File: config.mk
export PLATFORM = sky130hd
export DESIGN_NAME = dsf_startup_check
export DESIGN_NICKNAME = d
export VERILOG_FILES = /design/src/design/dsf_pkg.sv /design/src/design/dsf_tmo.sv /design/src/design/dsf_startup_check.sv
export SDC_FILE = /design/constraint.sdc
export NUM_CORES = 1
export LEC_CHECK = 0
export ABC_AREA = 1
export ABC_CLOCK_PERIOD_IN_PS = 9260
export BUFFER_PORTS_ARGS = -buffer_cell sky130_fd_sc_hd__buf_2
export CAP_MARGIN = 20
export CORE_UTILIZATION = 60
export DETAILED_ROUTE_END_ITERATION = 6
export HOLD_SLACK_MARGIN = 0.02
export PLACE_DENSITY = 0.79
export RECOVER_POWER = 25
export SYNTH_ARGS = -nofsm -noshare
export SYNTH_HDL_FRONTEND = slang
export SYNTH_SLANG_ARGS = --single-unit
export TNS_END_PERCENT = 1
File: constraint.sdc
create_clock -name sys_clk_i -period 9.26 [get_ports sys_clk_i]
set_input_delay 1.389 -clock sys_clk_i [delete_from_list [all_inputs] [get_ports sys_clk_i]]
set_output_delay 1.389 -clock sys_clk_i [all_outputs]
set_load 0.05 [all_outputs]
File: src/design/dsf_pkg.sv
package dsf_pkg;
    // register byte offsets
    localparam logic [7:0] A_CTRL = 8'h00;
    localparam logic [7:0] A_PRM = 8'h04;
    localparam logic [7:0] A_LEN = 8'h08;
    localparam logic [7:0] A_IOLEN = 8'h0C;
    localparam logic [7:0] A_LIMIT = 8'h10;
    localparam logic [7:0] A_BUF = 8'h14;
    localparam logic [7:0] A_REPORT = 8'h18;
    localparam logic [7:0] A_RESULT = 8'h1C;
    localparam logic [7:0] A_WDOG = 8'h20;
    // parameter register field positions
    localparam int P_FB_LO = 0;
    localparam int P_TB_LO = 2;
    localparam int P_AUTO = 4;
    localparam int P_SYNC = 5;
    localparam int P_OPT = 6;
    localparam int P_FAST = 7;
    localparam int P_MULTI = 8;
    localparam int P_NOCHK = 9;
    localparam int P_C1EN = 10;
    localparam int P_C1DEF = 11;
    localparam int PRM_W = 12;
    // byte holding both reaction fields
    localparam logic [7:0] REACT_BYTE = 8'h0A;
    // error codes
    localparam logic [7:0] C_PRM = 8'h01;
    localparam logic [7:0] C_CFG = 8'h02;
    localparam logic [7:0] C_COMBO = 8'h03;
    localparam logic [7:0] C_OUTLEN = 8'h05;
    localparam logic [7:0] C_INLEN = 8'h06;
    localparam logic [7:0] C_CFGGEN = 8'h07;
    localparam logic [7:0] C_BUF = 8'h08;
    localparam logic [7:0] C_BOOT = 8'h09;
    localparam logic [7:0] C_TREG = 8'h0A;
    localparam logic [7:0] C_TTMO = 8'h0B;
    // error arguments
    localparam logic [7:0] A3_HOLD = 8'h01;
    localparam logic [7:0] A3_C1 = 8'h02;
    localparam logic [7:0] A3_MULTI = 8'h06;
    localparam logic [7:0] A3_SYNC = 8'h08;
    localparam logic [7:0] A3_OPT = 8'h0A;
    localparam logic [7:0] A3_BUF = 8'h0B;
    localparam logic [7:0] A3_FAST = 8'h0C;
    localparam logic [7:0] A7_MAXIN = 8'h0D;
    localparam logic [7:0] A7_MAXOUT = 8'h0E;
    localparam logic [7:0] A7_DIAG = 8'h0F;
    localparam logic [7:0] A7_CFGLEN = 8'h10;
    localparam logic [7:0] A7_PRMLEN = 8'h11;
    localparam logic [7:0] A9_IN = 8'h01;
    localparam logic [7:0] A9_OUT = 8'h02;
    localparam logic [7:0] A9_CFG = 8'h03;
    // frame length limits in bytes
    localparam logic [7:0] DIAG_MIN = 8'h10;
    localparam logic [7:0] DIAG_MAX = 8'h40;
    localparam logic [7:0] CFG_MIN = 8'h01;
    localparam logic [7:0] CFG_MAX = 8'hF0;
    localparam logic [7:0] PRM_MIN = 8'h40;
    localparam logic [7:0] PRM_MAX = 8'hE0;
    // reaction encodings
    localparam logic [1:0] R_ABANDON = 2'h0;
    localparam logic [1:0] R_ZERO = 2'h1;
    localparam logic [1:0] R_HOLD = 2'h2;
    // reset values
    localparam logic [15:0] WD_DEF_MS = 16'h0064;
    localparam logic [23:0] LEN_RST = 24'h40_01_40;
    // timing: clock 20 ns, 1 ms tick, 10 s baud supervision
    localparam int unsigned CLK_NS = 20;
    localparam int unsigned MS_NS = 1000000;
    localparam int unsigned BAUD_S = 10;
    localparam int unsigned CYC_PER_MS = MS_NS / CLK_NS;
    localparam int unsigned BAUD_CYC = BAUD_S * 1000 * CYC_PER_MS;
endpackage

File: src/design/dsf_tmo.sv
`timescale 1ns/100ps
`default_nettype none
module dsf_tmo #(
    parameter int W = 32
)(
    input wire logic sys_clk_i, // system clock
    input wire logic rst_i, // async reset, high
    input wire logic ce_i, // clock enable
    input wire logic run_i, // supervision active
    input wire logic kick_i, // restart the timeout
    input wire logic [W-1:0] limit_i, // cycles, zero disables
    output logic expired_o // timeout reached, level
);
    import dsf_pkg::*;

    typedef struct packed {
        logic [W-1:0] cnt;
        logic exp;
    } dsf_tmo_type;

    dsf_tmo_type r;
    dsf_tmo_type n;

    // count cycles since last kick
    always_comb begin
        n = r;
        if (!run_i || limit_i == '0 || kick_i) begin
            n.cnt = '0;
            n.exp = 1'b0;
        end else if (!r.exp) begin
            if (r.cnt == limit_i - W'(1)) begin
                n.exp = 1'b1; // [RL15]
            end else begin
                n.cnt = r.cnt + W'(1);
            end
        end
    end

    // state register
    always_ff @(posedge sys_clk_i or posedge rst_i) begin
        if (rst_i) begin
            r <= '0;
        end else if (ce_i) begin
            r <= n;
        end
    end

    assign expired_o = r.exp;
endmodule
`default_nettype wire

File: src/design/dsf_startup_check.sv
// Local design decisions: the register offsets and register access over AHB-Lite.
`timescale 1ns/100ps
`default_nettype none
// Operation
// [RL1] start-up fault shown on LED and in diagnostic frame
// [RL2] start-up fault is error code plus argument
// [RL3] bad parameter bit: code 1, byte offset plus one
// [RL4] code 3: hold with sync 1, sync without outputs 8
// [RL5] code 3: optimized input 10, fast free-run 12, multi unchecked 6
// [RL6] code 3: undefined acyclic connection 2, buffer too big 11
// [RL7] bad configuration byte: code 2, byte offset plus one
// [RL8] output length code 5, input 6, argument expected bytes
// [RL9] code 7: length 1, syntax 2, input 3, output 4
// [RL10] code 7: max input 13, max output 14, diagnostic length 15
// [RL11] code 7: configuration length 16, parameter length 17
// [RL12] buffer over dual-port RAM: code 8, excess over 8, comms off
// [RL13] too many modules: code 9, input 1, output 2, config 3
// [RL14] terminal write fault code 10, timeout 11, argument terminal
// [RL15] fieldbus failure on watchdog or baud timeout
// [RL16] fieldbus reaction: 00 abandon, 01 zero outputs, 10 hold
// [RL17] terminal-bus error: 00 abandon, 01 zero inputs, 10 hold
// [RL18] terminal-bus error left manually, or automatically if set
// [RL19] code in diagnostic byte 14, argument in 15
// [RL20] master resets terminal bus by acyclic write
// [RL21] code and argument held until next start-up attempt
module dsf_startup_check #(
    parameter int unsigned CYC_PER_MS = dsf_pkg::CYC_PER_MS,
    parameter int unsigned BAUD_CYC = dsf_pkg::BAUD_CYC
)(
    input wire logic sys_clk_i, // system clock
    input wire logic rst_i, // async reset, high
    input wire logic ce_i, // clock enable
    input wire logic hsel_i, // ahb select
    input wire logic [31:0] haddr_i, // ahb address
    input wire logic [1:0] htrans_i, // ahb transfer type
    input wire logic hwrite_i, // ahb write
    input wire logic [2:0] hsize_i, // ahb size
    input wire logic [31:0] hwdata_i, // ahb write data
    input wire logic hready_i, // ahb bus ready
    output logic [31:0] hrdata_o, // ahb read data
    output logic hreadyout_o, // ahb slave ready
    output logic hresp_o, // ahb response
    input wire logic dp_frame_i, // valid frame from master
    input wire logic dp_traffic_i, // any bus traffic seen
    input wire logic tbus_fault_i, // terminal bus fault level
    output logic fb_led_err_o, // fieldbus error led
    output logic [7:0] diag_code_o, // diagnostic byte 14
    output logic [7:0] diag_arg_o, // diagnostic byte 15
    output logic dp_comm_en_o, // dp communication on
    output logic fb_fail_o, // fieldbus failure
    output logic tcyc_stop_o, // stop terminal cycle
    output logic subst_load_o, // load substitute values
    output logic out_zero_o, // zero outputs
    output logic out_hold_o, // hold outputs
    output logic tbus_err_o, // terminal bus error state
    output logic dx_abandon_o, // abandon dp exchange
    output logic in_zero_o, // zero dp inputs
    output logic in_hold_o, // hold dp inputs
    output logic stat_diag_o // static diagnosis flag
);
    import dsf_pkg::*;

    typedef struct packed {
        logic wr_pend;
        logic rd_pend;
        logic [7:0] addr;
        logic [31:0] rdata;
        logic [PRM_W-1:0] prm;
        logic [23:0] len;
        logic [31:0] iolen;
        logic [18:0] lim;
        logic [31:0] bufsz;
        logic [15:0] wd_ms;
        logic [7:0] code;
        logic [7:0] arg;
        logic valid;
        logic dp_en;
        logic tb_err;
        logic stat_pend;
        logic stat_diag;
    } dsf_state_type;

    dsf_state_type r;
    dsf_state_type n;

    //////////////////////////////
    // fieldbus supervision timers

    logic wd_exp;
    logic baud_exp;
    logic [31:0] wd_lim;
    logic fail;

    assign wd_lim = 32'(r.wd_ms * CYC_PER_MS);

    dsf_tmo #(.W(32)) u_wdog (
        .sys_clk_i(sys_clk_i),
        .rst_i(rst_i),
        .ce_i(ce_i),
        .run_i(r.dp_en),
        .kick_i(dp_frame_i),
        .limit_i(wd_lim),
        .expired_o(wd_exp)
    );

    dsf_tmo #(.W(32)) u_baud (
        .sys_clk_i(sys_clk_i),
        .rst_i(rst_i),
        .ce_i(ce_i),
        .run_i(1'b1),
        .kick_i(dp_traffic_i),
        .limit_i(32'(BAUD_CYC)),
        .expired_o(baud_exp)
    );

    assign fail = wd_exp || baud_exp; // [RL15]

    //////////////////////////////
    // start-up checks

    logic [1:0] fb_re;
    logic [1:0] tb_re;
    logic [7:0] plen, clen, dlen;
    logic [7:0] oc, oe, ic, ie;
    logic [16:0] excess;
    logic over;
    logic [7:0] ex8;
    logic [7:0] ck_code, ck_arg;
    logic [7:0] bt_code, bt_arg;

    assign fb_re = r.prm[P_FB_LO+:2];
    assign tb_re = r.prm[P_TB_LO+:2];
    assign {dlen, clen, plen} = r.len;
    assign {ie, ic, oe, oc} = r.iolen;
    assign excess = {1'b0, r.bufsz[15:0]} - {1'b0, r.bufsz[31:16]};
    assign over = r.bufsz[15:0] > r.bufsz[31:16];
    assign ex8 = (excess[16:3] > 14'h00FF) ? 8'hFF : excess[10:3];

    // parameter check, first fault wins
    always_comb begin
        ck_code = 8'h00;
        ck_arg = 8'h00;
        if (plen < PRM_MIN || plen > PRM_MAX) begin
            {ck_code, ck_arg} = {C_CFGGEN, A7_PRMLEN}; // [RL11]
        end else if (clen < CFG_MIN || clen > CFG_MAX) begin
            {ck_code, ck_arg} = {C_CFGGEN, A7_CFGLEN}; // [RL11]
        end else if (dlen < DIAG_MIN || dlen > DIAG_MAX) begin
            {ck_code, ck_arg} = {C_CFGGEN, A7_DIAG}; // [RL10]
        end else if (fb_re == 2'h3 || tb_re == 2'h3) begin
            {ck_code, ck_arg} = {C_PRM, REACT_BYTE + 8'h01}; // [RL3]
        end else if (r.prm[P_SYNC] && fb_re == R_HOLD) begin
            {ck_code, ck_arg} = {C_COMBO, A3_HOLD}; // [RL4]
        end else if (r.prm[P_C1EN] && !r.prm[P_C1DEF]) begin
            {ck_code, ck_arg} = {C_COMBO, A3_C1}; // [RL6]
        end else if (r.prm[P_MULTI] && r.prm[P_NOCHK]) begin
            {ck_code, ck_arg} = {C_COMBO, A3_MULTI}; // [RL5]
        end else if (r.prm[P_SYNC] && oc == 8'h00) begin
            {ck_code, ck_arg} = {C_COMBO, A3_SYNC}; // [RL4]
        end else if (r.prm[P_OPT] && !r.prm[P_SYNC]) begin
            {ck_code, ck_arg} = {C_COMBO, A3_OPT}; // [RL5]
        end else if (r.prm[P_FAST] && r.prm[P_SYNC]) begin
            {ck_code, ck_arg} = {C_COMBO, A3_FAST}; // [RL5]
        end else if (over) begin
            {ck_code, ck_arg} = {C_COMBO, A3_BUF}; // [RL6]
        end else if (!r.prm[P_NOCHK] && oc != oe) begin
            {ck_code, ck_arg} = {C_OUTLEN, oe}; // [RL8]
        end else if (!r.prm[P_NOCHK] && ic != ie) begin
            {ck_code, ck_arg} = {C_INLEN, ie}; // [RL8]
        end else if (ic > r.lim[7:0]) begin
            {ck_code, ck_arg} = {C_CFGGEN, A7_MAXIN}; // [RL10]
        end else if (oc > r.lim[15:8]) begin
            {ck_code, ck_arg} = {C_CFGGEN, A7_MAXOUT}; // [RL10]
        end
    end

    // boot check
    always_comb begin
        bt_code = 8'h00;
        bt_arg = 8'h00;
        if (r.lim[16]) begin
            {bt_code, bt_arg} = {C_BOOT, A9_IN}; // [RL13]
        end else if (r.lim[17]) begin
            {bt_code, bt_arg} = {C_BOOT, A9_OUT}; // [RL13]
        end else if (r.lim[18]) begin
            {bt_code, bt_arg} = {C_BOOT, A9_CFG}; // [RL13]
        end else if (over) begin
            {bt_code, bt_arg} = {C_BUF, ex8}; // [RL12]
        end
    end

    //////////////////////////////
    // ahb read mux

    logic [31:0] rd_val;

    always_comb begin
        unique case (r.addr)
            A_CTRL: rd_val = {27'h0, r.stat_diag, r.tb_err, fail,
                              r.dp_en, r.valid};
            A_PRM: rd_val = {20'h0, r.prm};
            A_LEN: rd_val = {8'h00, r.len};
            A_IOLEN: rd_val = r.iolen;
            A_LIMIT: rd_val = {13'h0, r.lim};
            A_BUF: rd_val = r.bufsz;
            A_RESULT: rd_val = {16'h0, r.arg, r.code};
            A_WDOG: rd_val = {16'h0, r.wd_ms};
            default: rd_val = 32'h0;
        endcase
    end

    //////////////////////////////
    // next state

    logic aph, go_chk, go_boot, tb_rst, rep_wr, set_pend;
    logic [7:0] rep_code, rep_arg;

    always_comb begin
        n = r;
        aph = hsel_i && htrans_i[1] && hready_i;
        go_chk = 1'b0;
        go_boot = 1'b0;
        tb_rst = 1'b0;
        rep_wr = 1'b0;
        rep_code = hwdata_i[15:8];
        rep_arg = hwdata_i[7:0];
        // write data phase
        if (r.wr_pend) begin
            unique case (r.addr)
                A_CTRL: begin
                    go_chk = hwdata_i[0];
                    go_boot = hwdata_i[1];
                    tb_rst = hwdata_i[2]; // [RL20]
                end
                A_PRM: n.prm = hwdata_i[PRM_W-1:0];
                A_LEN: n.len = hwdata_i[23:0];
                A_IOLEN: n.iolen = hwdata_i;
                A_LIMIT: n.lim = hwdata_i[18:0];
                A_BUF: n.bufsz = hwdata_i;
                A_REPORT: rep_wr = 1'b1;
                A_WDOG: n.wd_ms = hwdata_i[15:0];
                default: ;
            endcase
        end
        // read data registered in first data phase
        if (r.rd_pend) begin
            n.rdata = rd_val;
        end
        n.rd_pend = aph && !hwrite_i;
        n.wr_pend = aph && hwrite_i;
        if (aph) begin
            n.addr = haddr_i[7:0];
        end
        // a start attempt replaces the held result
        if (go_chk) begin
            n.code = ck_code; // [RL2]
            n.arg = ck_arg; // [RL19]
            n.valid = ck_code != 8'h00;
        end else if (go_boot) begin
            n.code = bt_code;
            n.arg = bt_arg;
            n.valid = bt_code != 8'h00;
            n.dp_en = !over; // [RL12]
        end else if (rep_wr && !r.valid) begin
            // first fault kept until next attempt
            n.valid = rep_code != 8'h00; // [RL21]
            n.code = rep_code;
            if (rep_code == C_PRM || rep_code == C_CFG) begin
                n.arg = rep_arg + 8'h01; // [RL3] [RL7]
            end else begin
                n.arg = rep_arg; // [RL9] [RL14]
            end
        end
        // terminal-bus error state
        set_pend = tbus_fault_i && !r.tb_err && tb_re == R_ABANDON;
        if (tbus_fault_i) begin
            n.tb_err = 1'b1; // [RL17]
        end else if (r.tb_err && (r.prm[P_AUTO] || tb_rst)) begin
            n.tb_err = 1'b0; // [RL18]
        end
        if (go_chk) begin
            n.stat_diag = r.stat_pend || set_pend; // [RL17]
        end
        n.stat_pend = set_pend || (r.stat_pend && !go_chk);
    end

    //////////////////////////////
    // state register

    always_ff @(posedge sys_clk_i or posedge rst_i) begin
        if (rst_i) begin
            r <= '0;
            r.len <= LEN_RST;
            r.wd_ms <= WD_DEF_MS;
            r.dp_en <= 1'b1;
        end else if (ce_i) begin
            r <= n;
        end
    end

    //////////////////////////////
    // outputs

    assign hrdata_o = r.rdata;
    assign hreadyout_o = !r.rd_pend;
    assign hresp_o = 1'b0;
    assign fb_led_err_o = r.valid || fail; // [RL1]
    assign diag_code_o = r.code; // [RL19]
    assign diag_arg_o = r.arg; // [RL19]
    assign dp_comm_en_o = r.dp_en;
    assign fb_fail_o = fail;
    // fieldbus failure reaction
    assign tcyc_stop_o = fail && fb_re[1] == fb_re[0]; // [RL16]
    assign subst_load_o = tcyc_stop_o;
    assign out_zero_o = fail && fb_re == R_ZERO; // [RL16]
    assign out_hold_o = fail && fb_re == R_HOLD; // [RL16]
    // terminal-bus failure reaction
    assign tbus_err_o = r.tb_err;
    assign dx_abandon_o = (r.tb_err && tb_re == R_ABANDON) || r.stat_diag;
    assign in_zero_o = r.tb_err && tb_re == R_ZERO; // [RL17]
    assign in_hold_o = r.tb_err && tb_re == R_HOLD; // [RL17]
    assign stat_diag_o = r.stat_diag;

    //////////////////////////////
    // checks

    logic ast_go;
    assign ast_go = ce_i && (go_chk || go_boot);
endmodule
`default_nettype wire

==> results of run 1 <==
==> critical path, delay by kind of cell, from the launching register on <==
kind	cells	cell delay, ns
adder cells (fa/ha/maj)	6	2.63
flip-flops	1	0.64
XOR/XNOR	1	0.23
AND/OR/NAND/NOR	20	2.98
buffers and inverters	2	0.13
==> worst max-delay path by stage <==
stage | slack (ns) | start | cells after the start | end
finish | 2.55 | r[23] | 29 | u_wdog.r[13]
global route | 2.04 | r[24] | 30 | u_wdog.r[25]
CTS | 2.69 | r[26] | 31 | u_wdog.r[13]
detailed placement | 2.71 | r[26] | 31 | u_wdog.r[13]
global placement | 2.76 | r[23] | 29 | u_wdog.r[2]
floorplan | 0.61 | rst_i | 1 | clen[1]
==> cell families (layout without fill, tap and decap cells) <==
logic type,count (synthesis),after routing,synth area share
AOI/OAI and AO/OA,439,439,0.125
xor gates and xnor gates,53,53,0.0232
adders and majority gates,183,183,0.131
buffers and inverters,545,607,0.113
DFF,264,264,0.330
muxes,1,1,0.000500
other,1,2,0.000187
and+or+nand+nor,1310,1310,0.277
==> report_power, final <==
part	total, mW	internal, mW	switching, mW	leakage, nW
combinational	1.32	0.415	0.902	7.15
sequential	1.26	1.20	0.0572	3.61
clock	1.20	0.707	0.495	0.495
==> cells in the mapped netlist, drive strengths merged (6+ instances only) <==
| master | count | share of area |
|---|---|---|
| ha | 139 | 0.087 |
| nor4 | 27 | 0.0087 |
| fa | 44 | 0.044 |
| o21ai | 238 | 0.059 |
| clkbuf | 56 | 0.010 |
| nand3 | 161 | 0.041 |
| nor3 | 65 | 0.018 |
| buf | 64 | 0.023 |
| nor2 | 187 | 0.036 |
| o31ai | 10 | 0.0037 |
| nand4 | 53 | 0.017 |
| xnor2 | 22 | 0.0096 |
| xor2 | 31 | 0.014 |
| dfrtp | 257 | 0.32 |
| inv | 421 | 0.079 |
| or2 | 6 | 0.0019 |
| a221oi | 18 | 0.0079 |
| o22ai | 19 | 0.0059 |
| dfstp | 7 | 0.0092 |
| nand2 | 803 | 0.15 |
| o21a | 7 | 0.0026 |
| a21oi | 89 | 0.022 |
| a31oi | 12 | 0.0037 |
| o2111ai | 6 | 0.0026 |
==> routing by layer <==
metal	vias up	global-route usage	share of wire
met5	-	0	0.00021
met4	2	0.110	0.033
met3	126	0.0856	0.11
met2	1016	0.519	0.41
met1	9003	0.530	0.45
li1	9129	-	-
==> sequential cells by signal, indices dropped and copies added (netlist names), 32 cells and up <==
| signal | cells |
|---|---|
| r | 89 |
| u_wdog.r | 32 |
| hrdata_o | 32 |
| u_baud.r | 32 |
==> metrics by stage <==
stage,instance area (um2),std cells
6_report,21600,3301
5_1_grt,21600,3300
4_1_cts,21600,3298
3_5_place_dp,20600,3245
3_3_place_gp,20600,3244
2_1_floorplan,20000,2796
==> cell type report <==
cell class | instances | area [um2]
clock inverters | 11 | 139
diodes | 1 | 2.50
multi-input cells | 1987 | 11200
fillers | 2978 | 11100
repair buffers | 129 | 718
flip-flops and latches | 264 | 6620
inverters | 425 | 1600
clock buffers | 42 | 866
well taps | 442 | 553
==> results.txt, run 1 <==
----------------------------------------------------
[Outcome]
  Run status ... complete, but fails checks
  Violations in the final reports ... design-rule violations, max-capacitance violations, max-slew violations

[STA]
  Hold WS ... 0.469 ns
  PnR worst setup slack ... 2.55 ns
  Highest clock rate ... 149 MHz
  Worst rel slew slack ... -2.95
  Total count of hold-check failures in the final report ... 0
  Unrepaired setup endpoints after global routing ... no
  Final setup TNS ... 0 ns
  Setup-violating endpoint count in the final report ... 0
  Crit share post-route ... 0.725
  Transition time at the pin with the least slew margin ... 5.89 ns
  Max-slew violation count ... about 230
  Worst setup skew after layout ... roughly 0.038 ns
  Final critical path time including I/O delays and setup ... 6.71 ns

[Cells and area]
  Total Nets Final ... 3098
  Area growth from synthesis to layout ... 8.07%
  Commonest non-fill, non-tap cells in the layout ... nand2_1, inv_1, dfrtp_1, o21ai_0, nor2_1
  Most common cell after layout, fill and taps aside ... nand2_1
  Utilization after layout ... 0.662
  Share of cells above drive strength 1 ... 0.0763

[Power and ir drop]
  Power, Total ... about 3.8 mW
  Leakage power of the design ... approximately 11 nW
  VDD IR-drop max ... 0.164 mV
  Power per cell area ... approximately 170 nW/um2

[Global routing]
  All-Layer GR Usage ... 0.360
  First-pass GRT wire length ... 94500 um
  Pin count of the biggest net entering global routing ... 136
  Sum of overflow across all layers after global routing ... 0
  Number of antenna violations at the first check in global routing ... 2
  Number of global-route vias before repair ... 17500

[Logic synthesis]
  Number of enable flip-flop cells after synthesis ... 0
  Netlist Area Pre-Place ... 20000 um2
  Proportion of synthesized flip-flops having asynchronous set or reset ... 1.00
  Number of distinct library cells after synthesis ... 59
  Synth Net Count ... 3057
  Top_reg_cell synth ... dfrtp_1
  Synth warn ... 0
  Cell count after synthesis ... 2796
  Mapped Avg Cell Area ... a little over 7 um2
  Flip-flop and latch count after synthesis ... around 260
  Part of the Yosys area used for sequential elements ... 0.330

[Floorplan]
  Die area ... between 30000 and 40000 um2
  Area of the placeable core ... around 33000 um2
  Effective utilization at floorplan ... 0.612
  Std cell rows ... 66
  Height of the die ... 185 um
  Die width ... 185 um
  Boundary pin count ... 140

[Placed design]
  Detailed placement HPWL ... between 40000 and 50000 um
  PortBufs ... 110
  Setup Slack @ Placement ... 2.71 ns
  Placer's final routability congestion estimate ... between 1 and 1.5

[CTS]
  Clock tree from TritonCTS ... done
  Post-CTS Hold Fix Bufs ... 0
  # Post-CTS Setup Buffers ... 0
  Number of resized instances in the post-cts repair step ... 0
  Longest Clk Path Bufs ... 3
  Clock transition at path regs ... roughly 0.060 ns
  Clock latency on the worst-skew pair ... roughly 0.6 ns
  CTS HTree Levels ... 1
  Clock tree root buffer cell ... clkbuf_16
  CTS buffer count ... 30
  Clk sink count ... 264

[Worst setup path]
  Startpoint of the most critical register-to-register path ... r[23]
  Data required time of the critical path ... 9.74 ns
  R2R Setup Slk ... ~2.5 ns
  Max FO, Critical Path ... 34
  Terminus of the critical flop-to-flop path ... u_wdog.r[13]
  Setup CP Type ... reg -> reg
  Depth of the worst register-to-register path ... 29
  Slowest-stage cell, CP ... dfstp_2
  Capturing element type of the critical path ... register
  Most used cell along the critical path ... nand2_1
  Data arrival time of the critical path ... 7.19 ns
  Largest stage delay on the critical path ... about 0.64 ns
  Startpoint Class ... register

[Worst hold path]
  Hold Path Cell Cnt ... 1
  Critical hold path startpoint ... hrdata_o[3]
  Destination of the worst hold path ... hrdata_o[3]
  HP Class ... reg -> reg

[Routing]
  Number of routed nets with antenna violations ... 0
  DRT iter0 DRCs ... 2100
  Post-route DRC violation count ... 7
  1st-pass router iterations ... 7
  Average wire per cell in the routed design ... 18.5 um
  Vias/cell ... 5.84
  Total vias in the final route ... 19300
  Wire length after detailed routing ... 61200 um

[Job]
  Max-Cap Viols ... 3

----------------------------------------------------
Note: power is estimated with default switching activity, not from simulation.
==> run 2: changes to the inputs <==
ABC_AREA = 0   (was 1)
ABC_CLOCK_PERIOD_IN_PS = 5400   (was 9260)
CORE_UTILIZATION = 56   (was 60)
PLACE_DENSITY = 0.78   (was 0.79)
clock period = 5.4 ns   (was 9.26 ns; I/O delays follow)
==> run 2 against run 1 <==
The flow finishes with violations (max-capacitance violations, max-slew violations, negative setup slack). Register-to-register slack got worse by 3.4 ns. Clock skew fell by 0.011 ns. Fmax rose by 7.6%. Non-clock buffer count rose by 208. Global-route usage fell by 2.0 points. Synthesized area fell by 2.9%. Largest power group unchanged. Combinational power rose by 100%. Sequential share of layout area fell by 2.5 points. First-iteration DRC count rose by 6.1%. Synthesized cell count fell by 28%. Sequential power rose by 79%. Highest routed layer unchanged.
==> results.txt, run 2 <==
----------------------------------------------------
[STA]
  Highest clock rate ... roughly 160 MHz
  Final critical path time including I/O delays and setup ... ~6.2 ns
  Crit share post-route ... 1.15
  Max-slew violation count ... 217
  PnR worst setup slack ... -0.836 ns
  Total count of hold-check failures in the final report ... 0
  Transition time at the pin with the least slew margin ... 3.80 ns
  Worst rel slew slack ... -1.53
  Setup-violating endpoint count in the final report ... 33
  Worst setup skew after layout ... between 0.02 and 0.03 ns
  Unrepaired setup endpoints after global routing ... yes

[Routing]
  Vias/cell ... 6.49
  DRT iter0 DRCs ... 2229
  Wire length after detailed routing ... between 60000 and 70000 um
  Total vias in the final route ... 17700
  Post-route DRC violation count ... 0
  Average wire per cell in the routed design ... 22.4 um
  1st-pass router iterations ... 6
  Number of routed nets with antenna violations ... 0

[Logic synthesis]
  Area fraction of the dominant cell type after synthesis ... 0.331
  Yosys top cell by area ... dfrtp_1
  Top_reg_cell synth ... dfrtp_1
  Mapped Avg Cell Area ... between 9 and 10 um2
  Part of the Yosys area used for sequential elements ... 0.340
  Synth Net Count ... about 2300
  Cells taking the most area after synthesis ... dfrtp_1, ha_1, mux2_2, fa_1, inv_1
  Netlist Area Pre-Place ... 19400 um2
  Cell count after synthesis ... 2022
  Top post-synthesis cells by count ... dfrtp_1, inv_1, mux2_2
  Number of enable flip-flop cells after synthesis ... 0
  Library cell with the highest instance count after synthesis ... dfrtp_1
  Number of distinct library cells after synthesis ... 109
  Proportion of synthesized flip-flops having asynchronous set or reset ... 1.00
  Synth warn ... 0
  Flip-flop and latch count after synthesis ... 264

[CTS]
  Clock tree root buffer cell ... clkbuf_16
  Clock latency on the worst-skew pair ... roughly 0.58 ns
  Post-CTS Hold Fix Bufs ... 0
  Clock transition at path regs ... 0.06 ns
  CTS buffer count ... 29
  CTS HTree Levels ... 1
  Longest Clk Path Bufs ... 3
  Clk sink count ... 264
  Clock tree from TritonCTS ... done

[Cells and area]
  Number of flip-flops under the largest register name ... 89
  Area growth from synthesis to layout ... 21.3%
  Commonest non-fill, non-tap cells in the layout ... dfrtp_1, buf_4, mux2_2, inv_1, nand2_1
  Most common cell after layout, fill and taps aside ... dfrtp_1
  Filler-free cell count of the finished design ... 2725
  Share of cells above drive strength 1 ... 0.299
  Ant diodes ... 0
  Total Nets Final ... 2515
  Filler cell count in the final layout ... about 2500
  Largest reg by FF count ... r

[Global routing]
  First-pass GRT wire length ... around 96000 um
  All-Layer GR Usage ... 0.340
  Pin count of the biggest net entering global routing ... 151
  Number of global-route vias before repair ... 17600
  Number of antenna violations at the first check in global routing ... 2
  Sum of overflow across all layers after global routing ... 0

[Worst setup path]
  Capturing element type of the critical path ... register
  Startpoint Class ... register
  Max FO, Critical Path ... 5
  Setup CP Type ... reg -> reg
  Data arrival time of the critical path ... 6.68 ns
  Data required time of the critical path ... 5.84 ns
  R2R Setup Slk ... -0.84 ns

[Floorplan]
  Die width ... about 190 um
  Std cell rows ... 67
  Boundary pin count ... 140
  Effective utilization at floorplan ... 0.574
  Height of the die ... around 190 um
  Die area ... 35500 um2
  Area of the placeable core ... approximately 34000 um2

[Placed design]
  Detailed placement HPWL ... 41900 um
  Number of cells after detailed placement ... 2626
  PortBufs ... 110
  Placer's final routability congestion estimate ... 0.946

[Worst hold path]
  HP Class ... in -> reg

[Power and ir drop]
  Power, Total ... ~7.1 mW
  Power per cell area ... between 200 and 300 nW/um2
  Leakage power of the design ... 11.3 nW
  VDD IR-drop max ... 0.279 mV

[Outcome]
  Violations in the final reports ... max-capacitance violations, max-slew violations, negative setup slack
  Run status ... complete, but fails checks

[Job]
  Max-Cap Viols ... 2

----------------------------------------------------
run 2: changes by cell type in the layout (fill, tap and decap cells not counted), moves of 35 or more:
cell / delta
buf_4: +187
inv_1: -276
mux2_2: +144
and3_1: +35
nand2_1: -656
o21ai_0: -192
nand3_1: -95
nor2_1: -45
run 2: metrics by stage:
stage / util / worst slack, ns / area [um2] / hold slack [ns] / TNS [ns]
2_1_floorplan: - / -0.837 / 19400 / 0.451 / -22.99
5_1_grt: 0.696 / -0.991 / 23600 / 0.434 / -30.96
3_3_place_gp: 0.628 / -1.04 / 21300 / 0.461 / -32.24
4_1_cts: 0.686 / -0.640 / 23200 / 0.416 / -19.08
3_5_place_dp: 0.628 / -1.18 / 21300 / 0.469 / -36.37
6_report: 0.696 / -0.836 / 23600 / 0.422 / -25.47
run 2: final timing paths:
path                              startpoint           end  cells after the start
worst max register to register         r[27]   u_wdog.r[8]                     24
max in group asynchronous              rst_i  hrdata_o[25]                      4
worst min-delay path                hwrite_i        r[196]                      2
worst max-delay path                   r[27]   u_wdog.r[8]                     24
min in group asynchronous              rst_i       clen[5]                      3
worst min register to register  hrdata_o[22]  hrdata_o[22]                      2
run 2: cells by family (layout without fill, tap and decap cells):
group,Yosys count,in the layout,synth area share
other,1,1,0.000193
adder cells (fa/ha/maj),183,183,0.135
AND/OR/NAND/NOR,603,605,0.161
multiplexers,148,148,0.0855
XOR/XNOR,100,100,0.0465
buffers and inverters,296,548,0.0688
flip-flops,264,264,0.340
AO/OA/AOI/OAI,427,428,0.163
run 2: repair_timing:
| action | 4_1_cts | 5_1_grt |
|---|---|---|
| setup buffers | 26 | 12 |
| resized for setup | 128 | 32 |
| gates cloned | 1 | 4 |
| setup endpoints to repair | 33 | 33 |
| pin swaps | 89 | 42 |
run 2: power by group:
group | total, mW | leakage (nW) | internal, mW | switching (mW)
sequential | 2.26 | 3.54 | 2.12 | 0.149
clock | 2.12 | 0.503 | 1.27 | 0.857
combinational | 2.67 | 7.22 | 1.07 | 1.60
total | 7.06 | 11.3 | 4.45 | 2.60
run 2: per-layer routing:
layer / vias up / GRT usage / wire length (um)
met1: 8723 / 0.464 / 24700
met2: 1014 / 0.552 / 28200
met3: 159 / 0.0657 / 6440
met5: - / 0 / 46
met4: 4 / 0.0921 / 1690
li1: 7784 / - / -
run 2: worst max-delay path: stages (launching register included):
cell and delay [ns]:
dfstp_2 0.58, buf_12 0.12, ha_4 0.20, ha_4 0.27, inv_2 0.04, fa_1 0.51
fa_1 0.43, fa_1 0.51, inv_2 0.06, ha_4 0.28, buf_6 0.11, nand4_1 0.23
nor2_4 0.22, o21ai_2 0.08, or2_1 0.23, o211ai_1 0.31, xnor2_1 0.14, or4b_1 0.53
a21bo_1 0.22, a22oi_4 0.30, buf_4 0.18, nand4_4 0.16, clkbuf_16 0.20, nand4_1 0.08
o221ai_1 0.13
run 2: cell type report:
type                    count  area [um2]  share of cell area
repair buffers            337        2420               0.103
multi-input cells        1465       12400               0.524
clock buffers              38         820              0.0348
clock inverters            16         206             0.00876
flip-flops and latches    264        6620               0.281
well taps                 448         561              0.0238
inverters                 157         591              0.0251
